[config.mk]
export PLATFORM = sky130hd
export DESIGN_NAME = dtic_top
export DESIGN_NICKNAME = d
export VERILOG_FILES = /design/src/design/dtic_pkg.sv /design/src/design/dtic_cnt_if.sv /design/src/design/dtic_byte_cnt.sv /design/src/design/dtic_top.sv
export SDC_FILE = /design/constraint.sdc
export NUM_CORES = 1
export LEC_CHECK = 0
export ABC_CLOCK_PERIOD_IN_PS = 5210
export CAP_MARGIN = 20
export CORE_ASPECT_RATIO = 1.25
export CORE_MARGIN = 2
export CORE_UTILIZATION = 60
export CTS_CLUSTER_DIAMETER = 120
export DETAILED_ROUTE_END_ITERATION = 16
export DONT_BUFFER_PORTS = 1
export GPL_ROUTABILITY_DRIVEN = 0
export PLACE_DENSITY_LB_ADDON = 0.25
export SLEW_MARGIN = 10
export SYNTH_ARGS = -nofsm -noshare
export SYNTH_HDL_FRONTEND = slang
export SYNTH_SLANG_ARGS = --single-unit
[constraint.sdc]
create_clock -name pclk -period 5.21 [get_ports pclk]
set_input_delay 0.7815 -clock pclk [delete_from_list [all_inputs] [get_ports pclk]]
set_output_delay 0.7815 -clock pclk [all_outputs]
set_load 0.05 [all_outputs]
[src/design/dtic_pkg.sv]
// package of register map, field positions and timing constants for the dual timer block
package dtic_pkg;
   // apb byte offsets
   localparam logic [7:0] OFS_CTRL = 8'h00;
   localparam logic [7:0] OFS_MODE = 8'h04;
   localparam logic [7:0] OFS_LB0 = 8'h08;
   localparam logic [7:0] OFS_HB0 = 8'h0C;
   localparam logic [7:0] OFS_LB1 = 8'h10;
   localparam logic [7:0] OFS_HB1 = 8'h14;
   localparam logic [7:0] OFS_IEN = 8'h18;
   localparam logic [7:0] OFS_IPR = 8'h1C;
   localparam logic [7:0] OFS_SER = 8'h20;
   localparam logic [7:0] OFS_IRQ = 8'h24;
   // counter control field positions
   localparam int B_OV1 = 7;
   localparam int B_RN1 = 6;
   localparam int B_OV0 = 5;
   localparam int B_RN0 = 4;
   localparam int B_XF1 = 3;
   localparam int B_XT1 = 2;
   localparam int B_XF0 = 1;
   localparam int B_XT0 = 0;
   // counter mode field positions (timer 1 at +4)
   localparam int B_GATE = 3;
   localparam int B_CT = 2;
   localparam int B_MH = 1;
   localparam int B_ML = 0;
   localparam int TMR1_SHIFT = 4;
   // enable / priority layout
   localparam int B_GE = 7;
   localparam logic [7:0] IEN_MASK = 8'h9F;
   localparam logic [7:0] IPR_MASK = 8'h1F;
   localparam logic [7:0] RST_ZERO = 8'h00;
   // machine cycle: twelve clocks, late sample at phase index 9
   localparam int MC_CLOCKS = 12;
   localparam logic [3:0] MC_LAST = 4'(MC_CLOCKS - 1);
   localparam logic [3:0] MC_SAMPLE = 4'h9;
   localparam int NSRC = 5;
   // vector index of each source (fixed order 0 first)
   localparam logic [2:0] SRC_EXT0 = 3'h0;
   localparam logic [2:0] SRC_TMR0 = 3'h1;
   localparam logic [2:0] SRC_EXT1 = 3'h2;
   localparam logic [2:0] SRC_TMR1 = 3'h3;
   localparam logic [2:0] SRC_SER = 3'h4;
   typedef enum logic [1:0] {MODE_13, MODE_16, MODE_RELOAD, MODE_SPLIT} dtic_mode_t;
endpackage : dtic_pkg

[src/design/dtic_cnt_if.sv]
// interface joining the top to one 8-bit counting byte
`timescale 1ns/1ps
`default_nettype none
interface dtic_cnt_if;
   logic inc;
   logic load;
   logic [7:0] load_val;
   logic [7:0] value;
   logic wrap;
   modport owner (output inc, output load, output load_val, input value, input wrap);
   modport cnt (input inc, input load, input load_val, output value, output wrap);
endinterface : dtic_cnt_if
`default_nettype wire

[src/design/dtic_byte_cnt.sv]
// one 8-bit count byte with load and wrap pulse
`timescale 1ns/1ps
`default_nettype none
module dtic_byte_cnt (
   input wire logic pclk, // system clock
   input wire logic presetn, // async reset, active low
   input wire logic [7:0] wrap_at, // value after which the byte wraps
   dtic_cnt_if.cnt bus // control and value
);
   // load has priority so software writes are never lost to a count
   always_ff @(posedge pclk or negedge presetn) begin
      if (!presetn) begin
         bus.value <= 8'h00;
      end else if (bus.load) begin
         bus.value <= bus.load_val;
      end else if (bus.inc) begin
         bus.value <= ((bus.value & wrap_at) == wrap_at) ? 8'h00 : bus.value + 8'h01;
      end
   end

   // wrap ignores load so a reload driven by it cannot loop back
   assign bus.wrap = bus.inc && ((bus.value & wrap_at) == wrap_at);
endmodule : dtic_byte_cnt
`default_nettype wire

[src/design/dtic_top.sv]
// dual timer/counter with interrupt request logic behind an apb slave
`timescale 1ns/1ps
`default_nettype none
module dtic_top (
   input wire logic pclk, // 50 MHz clock
   input wire logic presetn, // async reset, active low
   input wire logic psel, // apb select
   input wire logic penable, // apb access phase
   input wire logic pwrite, // apb direction
   input wire logic [7:0] paddr, // apb byte address
   input wire logic [31:0] pwdata, // apb write data
   output logic [31:0] prdata, // apb read data
   output logic pready, // apb ready
   output logic pslverr, // apb error on unmapped address
   input wire logic count_pin0, // timer 0 external count input
   input wire logic count_pin1, // timer 1 external count input
   input wire logic ext_request_pin0, // external request 0, low active
   input wire logic ext_request_pin1, // external request 1, low active
   input wire logic vector_ack, // core vectors to the source below
   input wire logic [2:0] vector_src, // source being vectored
   input wire logic isr_return, // core returns from a service routine
   output logic irq_valid, // a request wins the poll
   output logic [2:0] irq_src, // winning source
   output logic irq_high, // winner is high level
   output logic mc_tick // machine cycle pulse for baud use
);
   logic [7:0] counter_control_reg;
   logic [7:0] counter_mode_reg;
   logic [7:0] interrupt_enable_reg;
   logic [7:0] interrupt_priority_reg;
   logic serial_rx_done;
   logic serial_tx_done;
   logic [3:0] phase;
   logic late_phase_sample_point;
   logic [1:0] ext_smp;
   logic [1:0] ext_prev;
   logic [1:0] cnt_smp;
   logic [1:0] cnt_prev;
   logic [1:0] in_service;
   logic wr;
   logic rd;
   logic mapped;
   logic [31:0] next_rdata;
   logic [3:0] hw_set;
   logic [3:0] hw_clr;
   logic [1:0] ext_edge;
   logic [1:0] run;
   logic [1:0] ev;
   logic [4:0] req;
   logic [2:0] next_src;
   logic next_valid;
   logic next_high;
   logic [7:0] wrap_lo0;
   logic [7:0] wrap_lo1;
   dtic_pkg::dtic_mode_t mode0;
   dtic_pkg::dtic_mode_t mode1;

   dtic_cnt_if lo0 ();
   dtic_cnt_if hi0 ();
   dtic_cnt_if lo1 ();
   dtic_cnt_if hi1 ();

   assign wr = psel && penable && pwrite;
   assign rd = psel && !penable && !pwrite;
   assign mode0 = dtic_pkg::dtic_mode_t'(counter_mode_reg[dtic_pkg::B_MH:dtic_pkg::B_ML]);
   assign mode1 = dtic_pkg::dtic_mode_t'(counter_mode_reg[dtic_pkg::B_MH + dtic_pkg::TMR1_SHIFT -:
      2]);
   assign late_phase_sample_point = (phase == dtic_pkg::MC_SAMPLE);

   // machine cycle divider; one pclk of each twelve is the late sampling phase
   always_ff @(posedge pclk or negedge presetn) begin
      if (!presetn) begin
         phase <= 4'h0;
      end else begin
         phase <= (phase == dtic_pkg::MC_LAST) ? 4'h0 : phase + 4'h1;
      end
   end

   always_ff @(posedge pclk or negedge presetn) begin
      if (!presetn) begin
         mc_tick <= 1'b0;
      end else begin
         mc_tick <= late_phase_sample_point;
      end
   end

   // pins sampled once per machine cycle at the late phase
   always_ff @(posedge pclk or negedge presetn) begin
      if (!presetn) begin
         ext_smp <= 2'b11;
         ext_prev <= 2'b11;
         cnt_smp <= 2'b00;
         cnt_prev <= 2'b00;
      end else if (late_phase_sample_point) begin
         ext_prev <= ext_smp;
         ext_smp <= {ext_request_pin1, ext_request_pin0};
         cnt_prev <= cnt_smp;
         cnt_smp <= {count_pin1, count_pin0};
      end
   end

   // per-timer run and count event; counter mode counts sampled falling edges
   for (genvar t = 0; t < 2; t++) begin : g_gate
      localparam int S = t * dtic_pkg::TMR1_SHIFT;
      logic tr;
      assign tr = counter_control_reg[t == 0 ? dtic_pkg::B_RN0 : dtic_pkg::B_RN1];
      assign run[t] = tr && (!counter_mode_reg[dtic_pkg::B_GATE + S] || ext_smp[t]);
      assign ev[t] = counter_mode_reg[dtic_pkg::B_CT + S] ?
         (cnt_prev[t] && !cnt_smp[t]) : 1'b1;
      assign ext_edge[t] = ext_prev[t] && !ext_smp[t];
   end

   // mode 0 wraps the low byte after five bits, other modes after eight
   assign wrap_lo0 = (mode0 == dtic_pkg::MODE_13) ? 8'h1F : 8'hFF;
   assign wrap_lo1 = (mode1 == dtic_pkg::MODE_13) ? 8'h1F : 8'hFF;

   dtic_byte_cnt u_lo0 (.pclk(pclk), .presetn(presetn), .wrap_at(wrap_lo0), .bus(lo0.cnt));
   dtic_byte_cnt u_hi0 (.pclk(pclk), .presetn(presetn), .wrap_at(8'hFF), .bus(hi0.cnt));
   dtic_byte_cnt u_lo1 (.pclk(pclk), .presetn(presetn), .wrap_at(wrap_lo1), .bus(lo1.cnt));
   dtic_byte_cnt u_hi1 (.pclk(pclk), .presetn(presetn), .wrap_at(8'hFF), .bus(hi1.cnt));

   // timer 0 stepping; split mode gives the high byte timer 1's run bit
   always_comb begin
      lo0.inc = late_phase_sample_point && run[0] && ev[0];
      hi0.inc = 1'b0;
      lo0.load = wr && (paddr == dtic_pkg::OFS_LB0);
      lo0.load_val = pwdata[7:0];
      hi0.load = wr && (paddr == dtic_pkg::OFS_HB0);
      hi0.load_val = pwdata[7:0];
      case (mode0)
         dtic_pkg::MODE_13: hi0.inc = lo0.wrap;
         dtic_pkg::MODE_16: hi0.inc = lo0.wrap;
         dtic_pkg::MODE_RELOAD: begin
            if (lo0.wrap && !lo0.load) begin
               lo0.load = 1'b1;
               lo0.load_val = hi0.value;
            end
         end
         dtic_pkg::MODE_SPLIT: hi0.inc = late_phase_sample_point &&
            counter_control_reg[dtic_pkg::B_RN1];
         default: hi0.inc = 1'b0;
      endcase
   end

   // timer 1 stepping; its own split mode freezes it like a cleared run bit
   always_comb begin
      lo1.inc = late_phase_sample_point && run[1] && ev[1] &&
         (mode1 != dtic_pkg::MODE_SPLIT);
      hi1.inc = 1'b0;
      lo1.load = wr && (paddr == dtic_pkg::OFS_LB1);
      lo1.load_val = pwdata[7:0];
      hi1.load = wr && (paddr == dtic_pkg::OFS_HB1);
      hi1.load_val = pwdata[7:0];
      case (mode1)
         dtic_pkg::MODE_13: hi1.inc = lo1.wrap;
         dtic_pkg::MODE_16: hi1.inc = lo1.wrap;
         dtic_pkg::MODE_RELOAD: begin
            if (lo1.wrap && !lo1.load) begin
               lo1.load = 1'b1;
               lo1.load_val = hi1.value;
            end
         end
         default: hi1.inc = 1'b0;
      endcase
   end

   // hardware flag events: order ovf1, ovf0, ext1, ext0
   always_comb begin
      hw_set = 4'h0;
      hw_clr = 4'h0;
      // overflow set on the late phase step that wraps
      hw_set[3] = (mode0 == dtic_pkg::MODE_SPLIT) ? hi0.wrap :
         (mode1 == dtic_pkg::MODE_RELOAD ? lo1.wrap : hi1.wrap);
      hw_set[2] = (mode0 == dtic_pkg::MODE_RELOAD || mode0 == dtic_pkg::MODE_SPLIT) ?
         lo0.wrap : hi0.wrap;
      hw_set[1] = late_phase_sample_point && (counter_control_reg[dtic_pkg::B_XT1] ?
         ext_edge[1] : !ext_smp[1]);
      hw_set[0] = late_phase_sample_point && (counter_control_reg[dtic_pkg::B_XT0] ?
         ext_edge[0] : !ext_smp[0]);
      // vectoring clears timer flags and edge flags only
      hw_clr[3] = vector_ack && (vector_src == dtic_pkg::SRC_TMR1);
      hw_clr[2] = vector_ack && (vector_src == dtic_pkg::SRC_TMR0);
      hw_clr[1] = vector_ack && (vector_src == dtic_pkg::SRC_EXT1) &&
         counter_control_reg[dtic_pkg::B_XT1];
      hw_clr[0] = vector_ack && (vector_src == dtic_pkg::SRC_EXT0) &&
         counter_control_reg[dtic_pkg::B_XT0];
   end

   // control register; a hardware set beats a clear in the same cycle
   always_ff @(posedge pclk or negedge presetn) begin
      if (!presetn) begin
         counter_control_reg <= dtic_pkg::RST_ZERO;
      end else begin
         if (wr && paddr == dtic_pkg::OFS_CTRL) begin
            counter_control_reg <= pwdata[7:0];
         end
         counter_control_reg[dtic_pkg::B_OV1] <= hw_set[3] || (!hw_clr[3] &&
            (wr && paddr == dtic_pkg::OFS_CTRL ? pwdata[dtic_pkg::B_OV1] :
            counter_control_reg[dtic_pkg::B_OV1]));
         counter_control_reg[dtic_pkg::B_OV0] <= hw_set[2] || (!hw_clr[2] &&
            (wr && paddr == dtic_pkg::OFS_CTRL ? pwdata[dtic_pkg::B_OV0] :
            counter_control_reg[dtic_pkg::B_OV0]));
         counter_control_reg[dtic_pkg::B_XF1] <= hw_set[1] || (!hw_clr[1] &&
            (wr && paddr == dtic_pkg::OFS_CTRL ? pwdata[dtic_pkg::B_XF1] :
            counter_control_reg[dtic_pkg::B_XF1]));
         counter_control_reg[dtic_pkg::B_XF0] <= hw_set[0] || (!hw_clr[0] &&
            (wr && paddr == dtic_pkg::OFS_CTRL ? pwdata[dtic_pkg::B_XF0] :
            counter_control_reg[dtic_pkg::B_XF0]));
      end
   end

   // mode, enable, priority and serial flags are plain software state
   always_ff @(posedge pclk or negedge presetn) begin
      if (!presetn) begin
         counter_mode_reg <= dtic_pkg::RST_ZERO;
         interrupt_enable_reg <= dtic_pkg::RST_ZERO;
         interrupt_priority_reg <= dtic_pkg::RST_ZERO;
         serial_rx_done <= 1'b0;
         serial_tx_done <= 1'b0;
      end else if (wr) begin
         if (paddr == dtic_pkg::OFS_MODE) begin
            counter_mode_reg <= pwdata[7:0];
         end
         if (paddr == dtic_pkg::OFS_IEN) begin
            interrupt_enable_reg <= pwdata[7:0] & dtic_pkg::IEN_MASK;
         end
         if (paddr == dtic_pkg::OFS_IPR) begin
            interrupt_priority_reg <= pwdata[7:0] & dtic_pkg::IPR_MASK;
         end
         if (paddr == dtic_pkg::OFS_SER) begin
            serial_rx_done <= pwdata[0];
            serial_tx_done <= pwdata[1];
         end
      end
   end

   // request vector in fixed order: ext0, tmr0, ext1, tmr1, serial
   assign req = {serial_rx_done || serial_tx_done,
      counter_control_reg[dtic_pkg::B_OV1], counter_control_reg[dtic_pkg::B_XF1],
      counter_control_reg[dtic_pkg::B_OV0], counter_control_reg[dtic_pkg::B_XF0]}
      & interrupt_enable_reg[4:0] & {5{interrupt_enable_reg[dtic_pkg::B_GE]}};

   // resolve: high level first, then low; lowest index wins within a level
   always_comb begin
      next_valid = 1'b0;
      next_high = 1'b0;
      next_src = 3'h0;
      for (int i = dtic_pkg::NSRC - 1; i >= 0; i--) begin
         if (req[i] && !interrupt_priority_reg[i] && !in_service[0] && !in_service[1]) begin
            next_valid = 1'b1;
            next_high = 1'b0;
            next_src = 3'(i);
         end
      end
      for (int i = dtic_pkg::NSRC - 1; i >= 0; i--) begin
         if (req[i] && interrupt_priority_reg[i] && !in_service[1]) begin
            next_valid = 1'b1;
            next_high = 1'b1;
            next_src = 3'(i);
         end
      end
   end

   // poll once per machine cycle, one cycle after the sampling phase
   always_ff @(posedge pclk or negedge presetn) begin
      if (!presetn) begin
         irq_valid <= 1'b0;
         irq_src <= 3'h0;
         irq_high <= 1'b0;
      end else if (mc_tick) begin
         irq_valid <= next_valid;
         irq_src <= next_src;
         irq_high <= next_high;
      end else if (vector_ack) begin
         irq_valid <= 1'b0;
      end
   end

   // levels in service; a return closes the highest open level
   always_ff @(posedge pclk or negedge presetn) begin
      if (!presetn) begin
         in_service <= 2'b00;
      end else if (vector_ack) begin
         in_service[interrupt_priority_reg[vector_src]] <= 1'b1;
      end else if (isr_return) begin
         if (in_service[1]) begin
            in_service[1] <= 1'b0;
         end else begin
            in_service[0] <= 1'b0;
         end
      end
   end

   // read mux; captured in setup so prdata is a flop during access
   always_comb begin
      mapped = 1'b1;
      next_rdata = 32'h0000_0000;
      case (paddr)
         dtic_pkg::OFS_CTRL: next_rdata[7:0] = counter_control_reg;
         dtic_pkg::OFS_MODE: next_rdata[7:0] = counter_mode_reg;
         dtic_pkg::OFS_LB0: next_rdata[7:0] = lo0.value;
         dtic_pkg::OFS_HB0: next_rdata[7:0] = hi0.value;
         dtic_pkg::OFS_LB1: next_rdata[7:0] = lo1.value;
         dtic_pkg::OFS_HB1: next_rdata[7:0] = hi1.value;
         dtic_pkg::OFS_IEN: next_rdata[7:0] = interrupt_enable_reg;
         dtic_pkg::OFS_IPR: next_rdata[7:0] = interrupt_priority_reg;
         dtic_pkg::OFS_SER: next_rdata[1:0] = {serial_tx_done, serial_rx_done};
         dtic_pkg::OFS_IRQ: next_rdata[5:0] = {in_service, irq_high, irq_src};
         default: mapped = 1'b0;
      endcase
   end

   // apb answer: ready in the first access cycle, error on unmapped address
   always_ff @(posedge pclk or negedge presetn) begin
      if (!presetn) begin
         prdata <= 32'h0000_0000;
         pready <= 1'b0;
         pslverr <= 1'b0;
      end else begin
         pready <= psel && !penable;
         pslverr <= psel && !penable && !mapped;
         if (rd) begin
            prdata <= next_rdata;
         end
      end
   end
endmodule : dtic_top
`default_nettype wire

==> metrics.cfg <==
[outcome]
status = complete, no violations

[grt]
grt_max_degree = 92
overflow = 0
antenna_found_initial = 0
grt_pass1_vias = 4441
track_usage_pct = 29.8
grt_pass1_wl_um = 23800

[critical_path]
startpoint_type = input pin
r2r_slack_ps = 2880
crit_arrival_ps = 2800
crit_type = input pin to flop
crit_required_ps = 5440
cp_max_fo = 17
critPathCaptureType = flop

[placed_design]
placed_cell_area_sq_mm = 0.00559
port_buffers = 0
dpl.hpwl_um = 10600

[synthesis]
yosysTopAreaCell = dfrtp_1
syn_area_sq_mm = 0.00567
yosys_warnings = 0
yosysTopAreaCellShare_pct = 38.4
synth-seq-area-share_pct = 40.2
synth_seq_cells = 91
synth_cell_types = 70
ys.flop_type = dfrtp_1
synthArstFlopShare_pct = 100
synth-edff-count = 0
netlist_instances = 630
synthTopCellsByArea = dfrtp_1 38%, nand2_1 5.5%, mux2_2 5.4%, o21ai_0 4.0%, a21oi_1 3.5%
synth.avg_cell_area_sq_um = 9.00

[pwr]
power-per-cell-area_mw_per_mm2 = 262
max-vdd-ir-drop_v = 0.000245
p_leak_nw = 2.39
finalPower_w = 0.00154

[cells_and_area]
seqCellArea_sq_mm = 0.00228
multi_input_area_sq_mm = 0.00309
final_common_cell = dfrtp_1
fillers = 797
synthToLayoutAreaGrowth_pct = 3.38
drive_gt1_share_pct = 10.3
antennaDiodeCount = 0
layout_common_cells = 87 x dfrtp_1, 83 x nand2_1, 49 x nor2_1
final_nets = 668
post-route-cell-area_sq_mm = 0.00586

[timing]
clock.fmax_ghz = 0.390
setup_viol = 0
rsz0062_at_grt = no
worstMarginPinSlew_ps = 960
finalSetupTns_ps = 0
slew-limit-headroom_pct = 35.8
clock-skew-final_ps = 9.09
period_share_pct = 49.3
maxSlewViolCount = 0
min_period_ps = 2570
hold_viol_final = 0

[floorplan]
die_h_um = 113
rows = 39
coreArea_sq_mm = 0.00917
die-area_sq_mm = 0.0103
fp.dieW_um = 91.0
start_util_pct = 61.8
io_pins = 94

[routing]
viasPerCell = 6.64
drc = 0
post_drt_wl_per_cell_um = 20.4
first_iter_violations = 435
route.vias.total = 4890
dr.pass1.iters = 8
drt-total-wl_um = 15000
antenna_left = 0

[flow_run]
drv_cap = 0

[cts]
cts_tree = done
worstSkewPairLatency_ps = 350
clockBufferDepth = 2
ctsResizeCount = 0
root_buffer = clkbuf_16
path_clk_slew_ps = 70
numCtsBuffers = 9
post_cts.repair.setup_buffers = 0
cts.sinks = 91
htree_num_levels = 3
cts_hold_buf = 0

[min_path]
hold_class = input pin to asynchronous set/reset pin

[report_power, final]
part | leakage, nW | internal (W) | switching, W
clock network | 0.133 | 0.000336 | 0.000276
logic | 1.14 | 0.0000492 | 0.0000914
registers | 1.12 | 0.000734 | 0.0000493
total | 2.39 | 0.00112 | 0.000417
[worst max-delay path, cell delays in order]
cell,delay (ps)
nor3_2,550
nand3_1,260
nor2_1,790
a211oi_1,100
a211o_1,310
[synthesized netlist by cell type, drive strengths merged (14+ instances only)]
cell type  number
dfrtp          87
nand2          84
nor2           50
o21ai          46
a21oi          40
buf            39
mux2           27
nand3          25
mux2i          19
clkbuf         17
inv            16
and3           14
[metal layers]
layer	part of all wire, %	vias up	track usage [%]	routed length (um)
li1	-	2213	-	-
met1	38	2352	36.9	5750
met2	49	268	49.0	7340
met3	8.0	57	7.26	1200
met4	4.9	0	14.4	736
met5	0	-	0	0
[worst paths after layout]
check                                               startpoint                             end  depth (start not counted)
worst min-delay path                                   presetn           prdata[2]$_DFFE_PN0P_                          0
worst max register to register  u_lo1.bus.value[0]$_DFFE_PN0P_  u_hi1.bus.value[5]$_DFFE_PN0P_                          6
max in group asynchronous                              presetn          ext_smp[1]$_DFFE_PN1P_                          0
worst max-delay path                                  paddr[5]  u_hi1.bus.value[5]$_DFFE_PN0P_                          5
worst min register to register         ext_prev[0]$_DFFE_PN1P_         ext_prev[0]$_DFFE_PN1P_                          2
min in group pclk                      ext_prev[0]$_DFFE_PN1P_         ext_prev[0]$_DFFE_PN1P_                          2
[metrics by stage]
step | cells | setup WS [ps] | util, % | hold slack (ps)
floorplan | 653 | 2870 | - | 438
global placement | 720 | 2450 | 60.9 | 449
detailed placement | 720 | 2350 | 60.9 | 464
CTS | 736 | 2680 | 63.9 | 123
global route | 736 | 2440 | 63.9 | 110
finish | 736 | 2640 | 63.9 | 121
[layout make-up]
| cell class | count | area share, % |
|---|---|---|
| clock buffer | 12 | 4.20 |
| multi-input combinational | 489 | 52.6 |
| tap | 123 | 2.62 |
| sequential | 91 | 38.9 |
| inverter | 17 | 1.17 |
| clock inverter | 4 | 0.448 |
[cells by family (layout without fill, tap and decap cells)]
logic type,count (synthesis),in the layout,share of synthesized area (%)
simple gates,238,238,21.0
xor+xnor,7,7,1.08
buf+inv,73,33,6.88
compound gates,163,163,18.7
fa+ha+maj,6,6,1.32
mux,51,51,10.7
other cells,1,24,0.0661
flops,91,91,40.2
Power figures use the tool's default switching activity.
